`config.mk`:
```
export PLATFORM = sky130hd
export DESIGN_NAME = ops_ctrl
export DESIGN_NICKNAME = d
export VERILOG_FILES = /design/src/verilog/ops_pkg.sv /design/src/verilog/ops_orientation_view_if.sv /design/src/verilog/ops_orientation_view.sv /design/src/verilog/ops_ctrl.sv
export VERILOG_INCLUDE_DIRS = /design/src /design/src/verilog
export SDC_FILE = /design/constraint.sdc
export NUM_CORES = 1
export LEC_CHECK = 0
export BUFFER_PORTS_ARGS = -buffer_cell sky130_fd_sc_hd__clkbuf_2
export CAP_MARGIN = 20
export CORE_MARGIN = 1
export CORE_UTILIZATION = 50
export CTS_BUF_LIST = sky130_fd_sc_hd__clkbuf_16
export CTS_CLUSTER_SIZE = 25
export DETAILED_ROUTE_END_ITERATION = 10
export MAX_ROUTING_LAYER = met4
export PLACE_DENSITY = 0.68
export SETUP_SLACK_MARGIN = 0.4
export SLEW_MARGIN = 10
export SYNTH_ARGS = -nofsm -noshare
export SYNTH_HDL_FRONTEND = slang
export SYNTH_SLANG_ARGS = --single-unit
```
`constraint.sdc`:
```
create_clock -name clk_sys -period 8.9 [get_ports clk_sys]
set_input_delay 1.78 -clock clk_sys [delete_from_list [all_inputs] [get_ports clk_sys]]
set_output_delay 1.78 -clock clk_sys [all_outputs]
set_load 0.02 [all_outputs]
```
`src/verilog/ops_consts.svh`:
```
`ifndef OPS_CONSTS_SVH
`define OPS_CONSTS_SVH

// Timing
`define OPS_CLK_HZ            100000000
`define OPS_NAME_HOLD_MS      1000
`define OPS_NAME_HOLD_CYCLES  (`OPS_NAME_HOLD_MS * (`OPS_CLK_HZ / 1000))

// Power and threshold range, whole dBm, two's complement
`define OPS_DBM_MAX           8'sh05
`define OPS_DBM_MIN           8'shD8
`define OPS_THR_RESET         8'shEC

// Single characters
`define OPS_CHR_ZERO          8'h30
`define OPS_CHR_PLUS          8'h2B
`define OPS_CHR_MINUS         8'h2D
`define OPS_CHR_SPACE         8'h20

// Four-character display texts, leftmost character in the top byte
`define OPS_TXT_POWER_FIRST   32'h50575241
`define OPS_TXT_POWER_SECOND  32'h50575242
`define OPS_TXT_THR_FIRST     32'h4D494E41
`define OPS_TXT_THR_SECOND    32'h4D494E42
`define OPS_TXT_STATUS        32'h53544154
`define OPS_TXT_ORIENT        32'h44495350
`define OPS_TXT_UPRIGHT       32'h56455254
`define OPS_TXT_SIDEWAYS      32'h484F5220
`define OPS_TXT_OVER          32'h3E2B3520
`define OPS_TXT_UNDER         32'h3C2D3430
`define OPS_TXT_IN1_HIGH      32'h49312D48
`define OPS_TXT_IN1_LOW       32'h49312D4C
`define OPS_TXT_IN2_HIGH      32'h49322D48
`define OPS_TXT_IN2_LOW       32'h49322D4C
`define OPS_TXT_RELAY_ON      32'h4F2D4F4E
`define OPS_TXT_RELAY_OPEN    32'h4F2D4F46
`define OPS_TXT_ROUTE_FIRST   32'h43482D41
`define OPS_TXT_ROUTE_SECOND  32'h43482D42

`endif

```
`src/verilog/ops_pkg.sv`:
```
package ops_pkg;

    typedef logic signed [7:0] ops_dbm_t;

    typedef enum logic [2:0] {
        MODE_SHOW_POWER_FIRST,
        MODE_SHOW_POWER_SECOND,
        MODE_SET_THRESHOLD_FIRST,
        MODE_SET_THRESHOLD_SECOND,
        MODE_STATUS,
        MODE_ORIENTATION_VIEW
    } ops_mode_t;

    typedef enum logic [1:0] {
        STEP_CONTACT_ONE,
        STEP_CONTACT_TWO,
        STEP_RELAY,
        STEP_ROUTE
    } ops_status_t;

endpackage

```
`src/verilog/ops_orientation_view_if.sv`:
```
`timescale 1ns/1ps
interface ops_orientation_view_if;
    import ops_pkg::*;

    ops_mode_t   mode;
    logic        show_data;
    ops_status_t status_step;
    logic        upright_text;
    ops_dbm_t    power_a;
    ops_dbm_t    power_b;
    ops_dbm_t    thr_a;
    ops_dbm_t    thr_b;
    logic        contact_one_pin;
    logic        contact_two_pin;
    logic        relay_closed;
    logic        route_second;

    modport ctrl (
        output mode, show_data, status_step, upright_text, power_a, power_b,
               thr_a, thr_b, contact_one_pin, contact_two_pin, relay_closed,
               route_second
    );
    modport orientation_view (
        input  mode, show_data, status_step, upright_text, power_a, power_b,
               thr_a, thr_b, contact_one_pin, contact_two_pin, relay_closed,
               route_second
    );
endinterface

```
`src/verilog/ops_orientation_view.sv`:
```
`timescale 1ns/1ps
`include "ops_consts.svh"
module ops_orientation_view
    import ops_pkg::*;
(
    // Clock and reset
    input  wire logic  clk_sys,
    input  wire logic  sys_rst,
    // Display state from the controller
    ops_orientation_view_if.orientation_view   dsp,
    // Four characters, leftmost in the top byte
    output logic [31:0] orientation_view_text
);

    // Whole dBm in sign, tens, ones form, with a leading blank
    function automatic logic [31:0] fmt_dbm(input ops_dbm_t v);
        logic [7:0] mag;
        logic [7:0] tens;
        logic [7:0] ones;
        mag  = v[7] ? 8'(-v) : 8'(v);
        tens = mag / 8'h0A;
        ones = mag % 8'h0A;
        fmt_dbm = {`OPS_CHR_SPACE, v[7] ? `OPS_CHR_MINUS : `OPS_CHR_PLUS,
                   8'(`OPS_CHR_ZERO + tens), 8'(`OPS_CHR_ZERO + ones)};
    endfunction

    function automatic logic [31:0] fmt_power(input ops_dbm_t v);
        if (v > `OPS_DBM_MAX)
            fmt_power = `OPS_TXT_OVER;
        else if (v < `OPS_DBM_MIN)
            fmt_power = `OPS_TXT_UNDER;
        else
            fmt_power = fmt_dbm(v);
    endfunction

    logic [31:0] name_text;
    logic [31:0] data_text;
    logic [31:0] status_text;
    logic [31:0] next_text;

    assign name_text =
        (dsp.mode == MODE_SHOW_POWER_FIRST)     ? `OPS_TXT_POWER_FIRST  :
        (dsp.mode == MODE_SHOW_POWER_SECOND)    ? `OPS_TXT_POWER_SECOND :
        (dsp.mode == MODE_SET_THRESHOLD_FIRST)  ? `OPS_TXT_THR_FIRST    :
        (dsp.mode == MODE_SET_THRESHOLD_SECOND) ? `OPS_TXT_THR_SECOND   :
        (dsp.mode == MODE_STATUS)               ? `OPS_TXT_STATUS       :
                                                  `OPS_TXT_ORIENT;

    // Contacts show the pin level, so an asserted contact reads low
    assign status_text =
        (dsp.status_step == STEP_CONTACT_ONE) ?
            (dsp.contact_one_pin ? `OPS_TXT_IN1_HIGH : `OPS_TXT_IN1_LOW) :
        (dsp.status_step == STEP_CONTACT_TWO) ?
            (dsp.contact_two_pin ? `OPS_TXT_IN2_HIGH : `OPS_TXT_IN2_LOW) :
        (dsp.status_step == STEP_RELAY) ?
            (dsp.relay_closed ? `OPS_TXT_RELAY_ON : `OPS_TXT_RELAY_OPEN) :
            (dsp.route_second ? `OPS_TXT_ROUTE_SECOND : `OPS_TXT_ROUTE_FIRST);

    assign data_text =
        (dsp.mode == MODE_SHOW_POWER_FIRST)     ? fmt_power(dsp.power_a) :
        (dsp.mode == MODE_SHOW_POWER_SECOND)    ? fmt_power(dsp.power_b) :
        (dsp.mode == MODE_SET_THRESHOLD_FIRST)  ? fmt_dbm(dsp.thr_a)     :
        (dsp.mode == MODE_SET_THRESHOLD_SECOND) ? fmt_dbm(dsp.thr_b)     :
        (dsp.mode == MODE_STATUS)               ? status_text            :
        (dsp.upright_text ? `OPS_TXT_UPRIGHT : `OPS_TXT_SIDEWAYS);

    assign next_text = dsp.show_data ? data_text : name_text;

    always_ff @(posedge clk_sys) begin
        if (sys_rst)
            orientation_view_text <= `OPS_TXT_POWER_FIRST;
        else
            orientation_view_text <= next_text;
    end

endmodule

```
`src/verilog/ops_ctrl.sv`:
```
`timescale 1ns/1ps
`include "ops_consts.svh"
module ops_ctrl
    import ops_pkg::*;
#(
    parameter int NAME_HOLD_CYCLES = `OPS_NAME_HOLD_CYCLES
)(
    // Clock and reset
    input  wire logic  clk_sys,
    input  wire logic  sys_rst,
    // Measured optical power, whole dBm
    input  ops_dbm_t   power_a_dbm,
    input  ops_dbm_t   power_b_dbm,
    // Contact closure inputs, pin level
    input  wire logic  contact_input_one_n,
    input  wire logic  contact_input_two_n,
    // Configuration switches, high is on
    input  wire logic  cfg_switch_back,
    input  wire logic  cfg_manual,
    input  wire logic  cfg_buzzer_en,
    input  wire logic  cfg_dual_contact,
    // Board power monitors
    input  wire logic  frame_power_fault,
    input  wire logic  board_power_good,
    // Front panel controls, one-cycle pulses
    input  wire logic  button_press,
    input  wire logic  toggle_up,
    input  wire logic  toggle_down,
    // Indicators
    output logic       local_fault_led,
    output logic       module_ok_led,
    output logic       chan_a_low_power_led,
    output logic       chan_b_low_power_led,
    output logic       chan_a_selected_led,
    output logic       chan_b_selected_led,
    output logic       fault_buzzer,
    output logic       frame_fault,
    // Optical switch actuator and contact output relay
    output logic       route_second,
    output logic       relay_closed,
    // Display
    output logic [31:0] orientation_view_text,
    output logic       orientation_view_upright
);

    localparam int HOLD_W = $clog2(NAME_HOLD_CYCLES + 1);

    ops_orientation_view_if dif ();

    // Display menu state
    ops_mode_t    mode;
    logic         show_data;
    logic [HOLD_W-1:0] hold_cnt;
    ops_status_t  status_step;
    ops_dbm_t     thr_a;
    ops_dbm_t     thr_b;

    // Decoded inputs
    wire logic contact_one_act = ~contact_input_one_n;
    wire logic contact_two_act = ~contact_input_two_n;
    wire logic toggle_press    = toggle_up | toggle_down;
    // Exactly one contact asserted; none or both leave a dual-mode route alone
    wire logic one_only        = contact_one_act & ~contact_two_act;
    wire logic two_only        = contact_two_act & ~contact_one_act;

    // Per-channel validity; equal to threshold is treated as valid
    wire ops_dbm_t   chan_power [2];
    wire ops_dbm_t   chan_thr   [2];
    wire logic [1:0] chan_valid;
    assign chan_power[0] = power_a_dbm;
    assign chan_power[1] = power_b_dbm;
    assign chan_thr[0]   = thr_a;
    assign chan_thr[1]   = thr_b;
    generate
        for (genvar ch = 0; ch < 2; ch++) begin : g_chan
            assign chan_valid[ch] = chan_power[ch] >= chan_thr[ch];
        end
    endgenerate
    wire logic valid_a = chan_valid[0];
    wire logic valid_b = chan_valid[1];
    wire logic valid_sel = route_second ? valid_b : valid_a;

    // Main input is A whatever the route, so a fault can stand while on B
    wire logic next_fault = ~valid_a | frame_power_fault;
    wire logic next_ok    = valid_sel & board_power_good;

    // Route selection
    logic next_route;
    always_comb begin
        next_route = route_second;
        if (cfg_manual) begin
            if (!cfg_dual_contact)
                next_route = ~contact_one_act;
            else if (one_only)
                next_route = 1'b0;
            else if (two_only)
                next_route = 1'b1;
            else
                next_route = route_second;
        end else begin
            // Contact one wins when both are asserted
            if (contact_one_act)
                next_route = 1'b0;
            else if (contact_two_act)
                next_route = 1'b1;
            else if (!valid_a)
                next_route = 1'b1;
            else if (cfg_switch_back)
                next_route = 1'b0;
            // A recovered first input does not pull the route back here
            else
                next_route = route_second;
        end
    end

    // Menu mode stepping
    ops_mode_t next_mode;
    always_comb begin
        // Spare enum codes fall back to the first mode
        unique case (mode)
            MODE_SHOW_POWER_FIRST:     next_mode = MODE_SHOW_POWER_SECOND;
            MODE_SHOW_POWER_SECOND:    next_mode = MODE_SET_THRESHOLD_FIRST;
            MODE_SET_THRESHOLD_FIRST:  next_mode = MODE_SET_THRESHOLD_SECOND;
            MODE_SET_THRESHOLD_SECOND: next_mode = MODE_STATUS;
            MODE_STATUS:               next_mode = MODE_ORIENTATION_VIEW;
            MODE_ORIENTATION_VIEW:     next_mode = MODE_SHOW_POWER_FIRST;
            default:                   next_mode = MODE_SHOW_POWER_FIRST;
        endcase
    end

    // Threshold stepping, clamped to the settable range
    wire logic thr_inc = toggle_up & ~toggle_down;
    wire logic thr_dec = toggle_down & ~toggle_up;
    wire logic edit_a  = mode == MODE_SET_THRESHOLD_FIRST;
    wire logic edit_b  = mode == MODE_SET_THRESHOLD_SECOND;

    // A toggle in the press cycle is dropped in status and orientation modes rather than applied to the new mode; a threshold mode still steps its threshold
    wire logic status_advance = mode == MODE_STATUS && toggle_press;
    wire logic orient_flip    = !button_press && mode == MODE_ORIENTATION_VIEW && toggle_press;

    function automatic ops_dbm_t step_thr(input ops_dbm_t t, input logic up,
                                          input logic dn);
        if (up && t < `OPS_DBM_MAX)
            step_thr = 8'(t + 8'sh01);
        else if (dn && t > `OPS_DBM_MIN)
            step_thr = 8'(t - 8'sh01);
        else
            step_thr = t;
    endfunction

    wire ops_dbm_t next_thr_a = edit_a ? step_thr(thr_a, thr_inc, thr_dec)
                                       : thr_a;
    wire ops_dbm_t next_thr_b = edit_b ? step_thr(thr_b, thr_inc, thr_dec)
                                       : thr_b;

    wire logic hold_done = hold_cnt == HOLD_W'(NAME_HOLD_CYCLES - 1);
    wire logic [HOLD_W-1:0] next_hold_cnt = hold_done ? '0 : HOLD_W'(hold_cnt + 1'b1);

    always_ff @(posedge clk_sys) begin
        if (sys_rst)
            mode <= MODE_SHOW_POWER_FIRST;
        else if (button_press)
            mode <= next_mode;
    end

    // Name phase timer; any press restarts it, so each name gets a full second
    always_ff @(posedge clk_sys) begin
        if (sys_rst) begin
            show_data <= 1'b0;
            hold_cnt  <= '0;
        end else if (button_press) begin
            show_data <= 1'b0;
            hold_cnt  <= '0;
        end else if (!show_data) begin
            show_data <= hold_done;
            hold_cnt  <= next_hold_cnt;
        end
    end

    // Each threshold keeps its value while other modes are shown
    always_ff @(posedge clk_sys) begin
        if (sys_rst)
            thr_a <= `OPS_THR_RESET;
        else
            thr_a <= next_thr_a;
    end

    always_ff @(posedge clk_sys) begin
        if (sys_rst)
            thr_b <= `OPS_THR_RESET;
        else
            thr_b <= next_thr_b;
    end

    // Status sub-display restarts on every entry to status mode
    always_ff @(posedge clk_sys) begin
        if (sys_rst)
            status_step <= STEP_CONTACT_ONE;
        else if (button_press)
            status_step <= STEP_CONTACT_ONE;
        else if (status_advance)
            status_step <= ops_status_t'(status_step + 2'h1);
    end

    // Upright text out of reset
    always_ff @(posedge clk_sys) begin
        if (sys_rst)
            orientation_view_upright <= 1'b1;
        else if (orient_flip)
            orientation_view_upright <= ~orientation_view_upright;
    end

    // Actuator and selected indicators share one next value, so they agree after reset; reset clears both indicators
    always_ff @(posedge clk_sys) begin
        if (sys_rst) begin
            route_second        <= 1'b0;
            chan_a_selected_led <= 1'b0;
            chan_b_selected_led <= 1'b0;
        end else begin
            route_second        <= next_route;
            chan_a_selected_led <= ~next_route;
            chan_b_selected_led <= next_route;
        end
    end

    // Local fault fan-out; the contact relay simply follows it
    always_ff @(posedge clk_sys) begin
        if (sys_rst) begin
            local_fault_led <= 1'b0;
            frame_fault     <= 1'b0;
            relay_closed    <= 1'b0;
            fault_buzzer    <= 1'b0;
        end else begin
            local_fault_led <= next_fault;
            frame_fault     <= next_fault;
            relay_closed    <= next_fault;
            fault_buzzer    <= next_fault & cfg_buzzer_en;
        end
    end

    // Health looks at the route as it stood before this edge
    always_ff @(posedge clk_sys) begin
        if (sys_rst)
            module_ok_led <= 1'b0;
        else
            module_ok_led <= next_ok;
    end

    always_ff @(posedge clk_sys) begin
        if (sys_rst) begin
            chan_a_low_power_led <= 1'b0;
            chan_b_low_power_led <= 1'b0;
        end else begin
            chan_a_low_power_led <= ~valid_a;
            chan_b_low_power_led <= ~valid_b;
        end
    end

    // Feed the display formatter
    assign dif.mode            = mode;
    assign dif.show_data       = show_data;
    assign dif.status_step     = status_step;
    assign dif.upright_text    = orientation_view_upright;
    assign dif.power_a         = power_a_dbm;
    assign dif.power_b         = power_b_dbm;
    assign dif.thr_a           = thr_a;
    assign dif.thr_b           = thr_b;
    assign dif.contact_one_pin = contact_input_one_n;
    assign dif.contact_two_pin = contact_input_two_n;
    assign dif.relay_closed    = relay_closed;
    assign dif.route_second    = route_second;

    ops_orientation_view u_orientation_view (
        .clk_sys   (clk_sys),
        .sys_rst   (sys_rst),
        .dsp       (dif.orientation_view),
        .orientation_view_text (orientation_view_text)
    );

endmodule

```
# Word-level counts from Yosys, hierarchy flattened
# Cells that the tools add are included.
[word_totals]
n_memories = 0
ram_bits = 0
mem_bits_ro = 0
output_inout_bits = 43
ff_bits = 89
inputBits = 29
latch_bits = 0
[op_classes]
div_mod_pow = 8
eq_ne = 8
muxes = 47
n_addsub = 18
n_shift = 0
reduce_logical = 15
multipliers = 0
order_cmp = 10
bitwise = 16
[op_table]
columns = ["operator", "count"]
rows = [
  ["32-bit two-way mux", 15],
  ["29-bit two-way mux", 4],
  ["6-bit by 8-bit adder with 8-bit output, first input constant", 8],
  ["8-bit two-way mux", 8],
  ["8-bit by 4-bit divider with 8-bit output, second input constant", 4],
  ["8-bit by 4-bit remainder unit with 8-bit output, second input constant", 4],
  ["8-bit negator", 4],
  ["27-bit by 1-bit adder with 27-bit output, second input constant", 1],
  ["27-bit equality test, second input constant", 1],
  ["27-bit two-way mux", 1],
  ["3-bit two-way mux", 6],
  ["8-bit by 2-bit adder with 8-bit output, second input constant", 2],
  ["8-bit >= comparator", 2],
  ["8-bit by 4-bit greater-than comparator with 1-bit output, second input constant", 2],
  ["8-bit by 7-bit greater-than comparator with 1-bit output, second input constant", 2],
  ["8-bit by 4-bit < comparator with 1-bit output, second input constant", 2],
  ["8-bit by 7-bit < comparator with 1-bit output, second input constant", 2],
  ["8-bit by 2-bit subtractor with 8-bit output, second input constant", 2],
  ["3-bit case mux with 5 select lines", 1],
  ["1-bit two-way mux", 10],
  ["1-bit NOT", 8],
  ["1-bit logical AND", 7],
  ["1-bit bitwise AND", 6],
  ["3-bit by 2-bit equality test with 1-bit output, second input constant", 2],
  ["other kinds (14)", 18],
]

# Depth between registers and ports, before layout
# Gate-level depths: netlist of run 1.
[depth]
ltp_word = 10
mapped_depth = 30
ltp_nobuf = 28

# By module
# From an unflattened synthesis of run 1, not the netlist that was laid out.
[unflattened]
hier_cells = 1242
area_unflattened_um2 = 9293.9
[modules_own_cells]
columns = ["module", "cells_per_inst", "area_each_um2", "instances", "seq_area_each_um2"]
rows = [
  ["ops_orientation_view", 821, 5724.2, 1, 580.6],
  ["ops_ctrl", 421, 3569.7, 1, 1141.1],
]

# Worst setup path after synthesis of run 1
# OpenSTA, ideal clock, no wires.
[synth_timing]
kind = "input-to-reg"
from = "input power_a_dbm[0]"
to = "register u_orientation_view.orientation_view_text[6]"
slack_ps = 2051
t_required_ps = 8763
t_arrival_ps = 6712
setup_time_ps = 137
stages = 27
path_cell_list = "inv_1 -> ha_1 -> or3b_1 -> clkbuf_1 -> o21ai_0 -> xor2_1 -> ha_1 -> a2111oi_4 -> a311o_2 -> nor2_1 -> o21ai_0 -> o21ai_0 -> ha_1 -> and3_1 -> nand2b_1 -> o31ai_1 -> a32oi_2 -> and4_4 -> or4_4 -> nor2_8 -> nor3_1 -> a21oi_1 -> ha_1 -> xnor2_1 -> nor2_1 -> a211oi_1 -> o221ai_1"
[synth_between]
elab_chain_cells = 8
word_cells_on_any_way = 10
cone_classes = "2 x add/sub; 1 x div; 2 x order compare; 5 x mux"
[synth_rtl]
columns = ["element", "line", "source"]
rows = [
  ["from (decl)", "ops_ctrl.sv:12", "input ops_dbm_t power_a_dbm,"],
  ["8-bit negator", "ops_orientation_view.sv:20", "mag = v[7] ? 8'(-v) : 8'(v);"],
  ["8-bit two-way mux", "ops_orientation_view.sv:20", ""],
  ["8-bit by 4-bit remainder unit with 8-bit output", "ops_orientation_view.sv:22", "ones = mag % 8'h0A;"],
  ["6-bit by 8-bit adder with 8-bit output (no source line)", "n/a", ""],
  ["29-bit two-way mux", "ops_orientation_view.sv:30", "else if (v < `OPS_DBM_MIN)"],
  ["32-bit two-way mux (*)", "ops_orientation_view.sv:28", "if (v > `OPS_DBM_MAX)"],
  ["32-bit two-way mux (*)", "ops_orientation_view.sv:60", "(dsp.mode == MODE_SHOW_POWER_FIRST) ? fmt_power(dsp.power_a) :"],
  ["32-bit two-way mux (*)", "ops_orientation_view.sv:67", "assign next_text = dsp.show_data ? data_text : name_text;"],
  ["to (signal assigned)", "ops_orientation_view.sv:71", "orientation_view_text <= `OPS_TXT_POWER_FIRST;"],
  ["to (signal assigned)", "ops_orientation_view.sv:73", "orientation_view_text <= next_text;"],
  ["to (decl)", "ops_orientation_view.sv:12", "output logic [31:0] orientation_view_text"],
]
# Every way passes the cells marked *; elsewhere a longest branch is shown, timed or not.
# A chain may end at the register's enable or synchronous reset.

# Final worst setup path of run 1
# Ends and elaborated chain as after synthesis.

==> impl_metrics.json, run 1 <==
{
  "synthCells": 1218,
  "vias": 9018,
  "post_cts_resized": 0,
  "postCtsSetupBuffers": 0,
  "drt_iter0_markers": 803,
  "cp.required_ps": 9110,
  "dp_slack_ps": 1270,
  "fin_tns_setup_ps": 0,
  "cts_max_level": 3,
  "hpwl_um": 18800,
  "fin_ws_ps": 1520,
  "r2r-end": "u_orientation_view.orientation_view_text[5]",
  "grt_usage_pct": 28.0,
  "yosys_warnings": 0,
  "drv_slew": 0,
  "clock.fmax_mhz": 135,
  "min_path_type": "reg -> reg",
  "core_um2": 17400,
  "cp.arrival_ps": 7600,
  "clock_latency_ps": 360,
  "clockBufferDepth": 2,
  "finalSetupViolCount": 0,
  "place_inst": 1445,
  "max_slew_margin_pct": 30.6,
  "async_reset_ff_share_pct": 0,
  "wl_per_cell_um": 17.0,
  "numCtsBuffers": 9,
  "num_antenna_cells": 0,
  "cts_hold_buffers": 0,
  "crit_path_max_fanout": 9,
  "routabilityCongestion": 0.977,
  "rsz0062_at_grt": "false",
  "ys_seq_elements": 86,
  "drive_above_1_share_pct": 10.9,
  "netSwitchingPower_w": 0.000511,
  "syn_area_per_cell_um2": 7.32,
  "die_w_um": 136,
  "drc": 0,
  "crit_type": "in -> reg",
  "synth_flop_cell": "dfxtp_1",
  "die_y_um": 136,
  "initial_core_util_pct": 51.3,
  "ys_seq_area_share_pct": 19.3,
  "ant_nets": 0,
  "fill_cells": 1691,
  "r2r_cells": 28,
  "row_count": 48,
  "multiInputGateArea_um2": 6630,
  "endpoint_kind": "flip-flop",
  "grt_max_degree": 36,
  "r2r_setup_slack_ps": 2450,
  "worst_slew_pin_slew_ps": 1030,
  "cap_violations": 0,
  "ctsRootBufferMaster": "clkbuf_16",
  "clock-sinks": 86,
  "status": "finished clean",
  "wl_um": 24900,
  "stdcell_count": 1461,
  "p_per_area_nw_per_um2": 138,
  "dr.pass1.iters": 6,
  "io_buffers": 68,
  "min_to": "hold_cnt[16]",
  "fin_skew_ps": 11.5,
  "area_delta_synth_final_pct": 7.41,
  "power_frac_clock_pct": 30.4,
  "timing_hold_violations_final": 0,
  "grt_pass1_wl_um": 40000,
  "path_clk_slew_ps": 70,
  "io_pins": 72,
  "die-area_um2": 18400,
  "final-seq-area_um2": 1720,
  "syn-cell-area_um2": 8910,
  "netlist-cell-type-count": 96,
  "layout.nets": 1332,
  "swShare_pct": 38.6,
  "cts_tree": "done",
  "min_from": "hold_cnt[16]",
  "startpoint_type": "primary input",
  "timing.rr.start": "dif.thr_b[0]",
  "synth_edf_count": 0,
  "avgViaCountPerCell": 6.17,
  "final.period_utilization_pct": 83.0,
  "static-leakage-power_nw": 3.85,
  "p_comb_share_pct": 39.0,
  "seq_power_share_pct": 30.7,
  "grt_pass1_vias": 7868,
  "grt_overflow": 0,
  "antenna_found_initial": 0,
  "hold_depth": 2,
  "irDropWorstVdd_mv": 0.109,
  "min_period_ps": 7380,
  "power.internal_w": 0.000811
}
==> placed cells by master (no fill, tap or decap), drive strengths merged, types with 13 or more instances in the layout <==
cell / n
a211oi: 13
a21oi: 102
a31oi: 18
and3: 21
clkbuf: 77
dfxtp: 86
ha: 70
inv: 65
mux2i: 19
nand2: 92
nand2b: 24
nand3: 34
nor2: 136
nor2b: 19
nor3: 38
o211ai: 23
o21ai: 82
o31ai: 16
xnor2: 47
xor2: 29
==> cell usage after synthesis, types with 6 or more instances <==
library cell / count / area share, %
nor2b_1: 19 / 1.3
and2_1: 10 / 0.70
clkbuf_1: 57 / 2.4
o21bai_1: 11 / 0.93
xor2_1: 29 / 2.9
o21a_1: 9 / 0.76
o21ai_1: 7 / 0.39
o31ai_1: 16 / 1.3
nand2_1: 92 / 3.9
buf_4: 7 / 0.59
nand4_1: 6 / 0.42
or3_1: 10 / 0.70
nand2b_1: 24 / 1.7
o2111ai_1: 6 / 0.59
a211o_1: 7 / 0.69
o21ai_0: 74 / 4.2
xnor2_1: 46 / 4.5
and3_1: 21 / 1.5
a21o_1: 10 / 0.84
nor2_1: 135 / 5.7
a31oi_1: 18 / 1.3
nand3b_1: 8 / 0.67
or2_2: 6 / 0.42
a21oi_1: 99 / 5.6
o211ai_1: 22 / 1.9
ha_1: 70 / 9.8
a22oi_1: 9 / 0.76
inv_1: 60 / 2.5
mux2i_1: 18 / 2.0
a211oi_1: 12 / 1.0
dfxtp_1: 86 / 19
nor3_1: 35 / 2.0
nand3_1: 34 / 1.9
o22ai_1: 9 / 0.63
nor4_1: 8 / 0.56
==> cells by family (layout without fill, tap and decap cells) <==
kind of cell    count (synthesis)  count (layout)  synth area share, %
buf+inv                       139             155                 6.39
other cells                     1               3               0.0421
mux                            22              22                 2.65
xor+xnor                       76              76                 7.55
fa+ha+maj                      72              72                 10.3
flops                          86              86                 19.3
simple gates                  436             436                 24.6
compound gates                386             386                 29.1
==> through the flow <==
step	cell area (µm²)	power [W]	hold slack (ps)	utilization, %
after global placement	9260	0.000912	450	53.3
final	9570	0.00132	469	55.1
after floorplan	8920	0.000804	435	-
after global routing	9570	0.00140	489	55.1
after CTS	9570	0.00132	472	55.1
after detailed placement	9260	0.000914	458	53.3
==> final cells by class <==
class | instances | share of cell area (%)
clock buffer | 9 | 2.35
clock inverter | 7 | 0.941
inverter | 66 | 2.59
multi-input combinational | 995 | 69.2
sequential | 86 | 18.0
tap | 225 | 2.94
timing repair buffer | 73 | 3.95
==> worst max-delay path, cell delays in order <==
cell and delay, ps:
clkbuf_2 160, inv_1 150, ha_1 240, or3b_1 470, o21ai_0 230, xor2_1 280, ha_1 320, a2111oi_4 290
a311o_2 180, nor2_1 90, o21ai_0 170, o21ai_0 150, ha_1 280, and3_1 180, nand2b_1 210, o31ai_1 280
a32oi_2 190, xnor2_1 320, inv_2 100, a21oi_2 370, nor2_8 80, nor3_1 160, a21oi_1 70, ha_1 220
xnor2_1 170, nor2_1 80, a211oi_1 230, o221ai_1 160
==> power by group through the flow <==
stage / Combinational [W] / Clock [W] / Sequential (W)
detailed placement: 0.000500 / 0 / 0.000414
floorplan: 0.000390 / 0 / 0.000414
CTS: 0.000503 / 0.000409 / 0.000405
global route: 0.000564 / 0.000425 / 0.000407
global placement: 0.000498 / 0 / 0.000414
finish: 0.000515 / 0.000402 / 0.000405
==> sequential cells by signal, summed over array words and instances (netlist names) <==
| signal | cells |
|---|---|
| chan_a_low_power_led | 1 |
| chan_a_selected_led | 1 |
| chan_b_low_power_led | 1 |
| dif.mode | 3 |
| dif.show_data | 1 |
| dif.status_step | 2 |
| dif.thr_a | 8 |
| dif.thr_b | 8 |
| fault_buzzer | 1 |
| hold_cnt | 27 |
| module_ok_led | 1 |
| orientation_view_upright | 1 |
| relay_closed | 1 |
| route_second | 1 |
| u_orientation_view.orientation_view_text | 29 |
==> metal layers <==
metal / vias to the layer above / wire (µm) / global-route usage [%]
met5: - / 0 / -
met4: 0 / 585 / 8.36
met3: 45 / 1760 / 3.82
met2: 343 / 10700 / 41.3
met1: 4197 / 11800 / 39.3
li1: 4433 / - / -
==> how the worst max path moves through the flow <==
stage | from | end | slack [ps]
floorplan | power_a_dbm[0] | u_orientation_view.orientation_view_text[6] | 2050
global placement | power_a_dbm[0] | u_orientation_view.orientation_view_text[6] | 1490
detailed placement | power_a_dbm[0] | u_orientation_view.orientation_view_text[6] | 1270
CTS | power_a_dbm[0] | u_orientation_view.orientation_view_text[6] | 1640
global route | power_a_dbm[0] | u_orientation_view.orientation_view_text[6] | 1020
finish | power_a_dbm[0] | u_orientation_view.orientation_view_text[6] | 1520
No activity file was read; power rests on OpenSTA's default activity.
==> run 2, diff against run 1 <==
PLACE_DENSITY = 0.71   (was 0.68)
clock period = 6.5 ns   (was 8.9 ns; I/O delays follow)
==> run 2 against run 1 <==
Effect of this change: critical path depth down 1; flip-flop and latch count unchanged; via count increased by 2.3%; final cell count up 2.8%; clock skew increased by 3.2 ps; die area is the same; setup slack worse by 910 ps; power up 41%; first-iteration DRC count grew 11%; sequential power grew 36%; combinational power is 50% higher; highest routed layer unchanged.
==> impl_metrics.json, run 2 (synthesis results as in run 1) <==
{
  "drt_iter0_markers": 889,
  "endpoint_kind": "flip-flop",
  "clock_latency_ps": 360,
  "fill_cells": 1642,
  "avgViaCountPerCell": 6.14,
  "timing_hold_violations_final": 0,
  "num_antenna_cells": 0,
  "min_path_type": "reg -> reg",
  "cp.required_ps": 6760,
  "p_per_area_nw_per_um2": 185,
  "vias": 9222,
  "largest_register_ffs": 29,
  "static-leakage-power_nw": 4.09,
  "layout.nets": 1373,
  "crit_slowest_cell": "or3b_1",
  "r2r_setup_slack_ps": 770,
  "max_slew_margin_pct": 31.0,
  "area_delta_synth_final_pct": 13.1,
  "cts_max_level": 3,
  "row_count": 48,
  "grt_overflow": 0,
  "finalSetupViolCount": 0,
  "path_clk_slew_ps": 80,
  "r2r-end": "u_orientation_view.orientation_view_text[5]",
  "clock-sinks": 86,
  "min_to": "hold_cnt[16]",
  "clockBufferDepth": 2,
  "drv_slew": 0,
  "dr.pass1.iters": 5,
  "io_buffers": 68,
  "grt_usage_pct": 29.0,
  "cp.arrival_ps": 6160,
  "reg_top3": "u_orientation_view.orientation_view_text (29), hold_cnt (27)",
  "postPlaceCellArea_um2": 9580,
  "r2r_cells": 26,
  "routabilityCongestion": 0.959,
  "top_register": "u_orientation_view.orientation_view_text",
  "cap_violations": 0,
  "io_pins": 72,
  "status": "finished clean",
  "crit_type": "in -> reg",
  "final.period_utilization_pct": 90.7,
  "worst_slew_pin_slew_ps": 1030,
  "crit_path_frequent_cell": "ha_1",
  "min_period_ps": 5900,
  "final_area_um2": 10100,
  "timing.rr.start": "dif.thr_a[1]",
  "rsz0062_at_grt": "true",
  "drive_above_1_share_pct": 17.1,
  "grt_pass1_wl_um": 41300,
  "dp_slack_ps": 102,
  "wl_um": 25900,
  "wl_per_cell_um": 17.3,
  "hold_depth": 2,
  "die_y_um": 136,
  "stdcell_count": 1502,
  "clock.fmax_mhz": 170,
  "drc": 0,
  "fin_skew_ps": 14.7,
  "ant_nets": 0,
  "layout_common_cells": "nor2_1 (131), a21oi_1 (95), nand2_1 (91), dfxtp_1 (84), o21ai_0 (69)",
  "die_w_um": 136,
  "grt_pass1_vias": 8273,
  "numCtsBuffers": 9,
  "grt_max_degree": 31,
  "final_common_cell": "nor2_1",
  "place_inst": 1476,
  "fin_ws_ps": 605,
  "initial_core_util_pct": 51.3,
  "antenna_found_initial": 0,
  "min_from": "hold_cnt[16]",
  "max_stage_delay_ps": 380,
  "cts_tree": "done",
  "core_um2": 17400,
  "fin_tns_setup_ps": 0,
  "crit_path_max_fanout": 6,
  "ctsRootBufferMaster": "clkbuf_16",
  "hpwl_um": 19300,
  "die-area_um2": 18400,
  "irDropWorstVdd_mv": 0.140,
  "startpoint_type": "primary input"
}
[run 2: cell count changes in the layout (fill, tap and decap cells not counted), sizes merged]
cell,change
clkinvlp,-2
buf,+41
bufinv,-1
clkinv,+3
[run 2: worst max-delay path, delay by kind of cell]
| family | cells | cell delay, ps |
|---|---|---|
| AOI/OAI and AO/OA | 9 | 1610 |
| and+or+nand+nor | 8 | 1320 |
| adders and majority gates | 4 | 1060 |
| xor gates and xnor gates | 2 | 420 |
| buffers and inverters | 3 | 320 |
| muxes | 1 | 130 |
[run 2: per-layer routing]
layer / global-route usage, % / share of wire [%]
met2: 44.8 / 45
met5: - / 0
met1: 38.1 / 45
met3: 5.69 / 7.2
met4: 8.49 / 2.4
[run 2: worst max path at each step]
stage | start | endpoint | slack, ps | cells after the start
final | power_b_dbm[1] | u_orientation_view.orientation_view_text[5] | 600 | 27
after global routing | power_b_dbm[1] | u_orientation_view.orientation_view_text[5] | 270 | 28
after CTS | dif.thr_b[1] | u_orientation_view.orientation_view_text[5] | 410 | 28
after floorplan | power_a_dbm[1] | u_orientation_view.orientation_view_text[6] | 410 | 27
after global placement | power_a_dbm[0] | u_orientation_view.orientation_view_text[6] | 210 | 27
after detailed placement | power_b_dbm[1] | u_orientation_view.orientation_view_text[5] | 100 | 27
[run 2: final cells by class]
type                    instances  area (µm²)  share of cell area, %
multi-input cells             995        6830                   67.8
flip-flops and latches         86        1720                   17.1
clock inverters                 7        76.3                  0.758
clock buffers                   9         225                   2.24
repair buffers                114         686                   6.81
inverters                      66         248                   2.46
well taps                     225         282                   2.79
[run 2: timing repair]
action / 4_1_cts / 5_1_grt
setup endpoints to repair: 0 / 2
setup buffers: 0 / 10
resized for setup: 0 / 34
hold buffers: 0 / 0
[run 2: stage by stage]
step / utilization, % / power [W] / hold slack (ps)
2_1_floorplan: - / 0.00112 / 435
3_3_place_gp: 55.2 / 0.00128 / 448
3_5_place_dp: 55.2 / 0.00129 / 462
4_1_cts: 56.9 / 0.00182 / 484
5_1_grt: 58.0 / 0.00196 / 518
6_report: 58.0 / 0.00186 / 474
[run 2: power breakdown]
group	total (W)	switching (W)	internal [W]	leakage (nW)
Sequential	0.000552	0.0000137	0.000539	0.699
Clock	0.000538	0.000265	0.000273	0.148
Combinational	0.000771	0.000464	0.000306	3.24
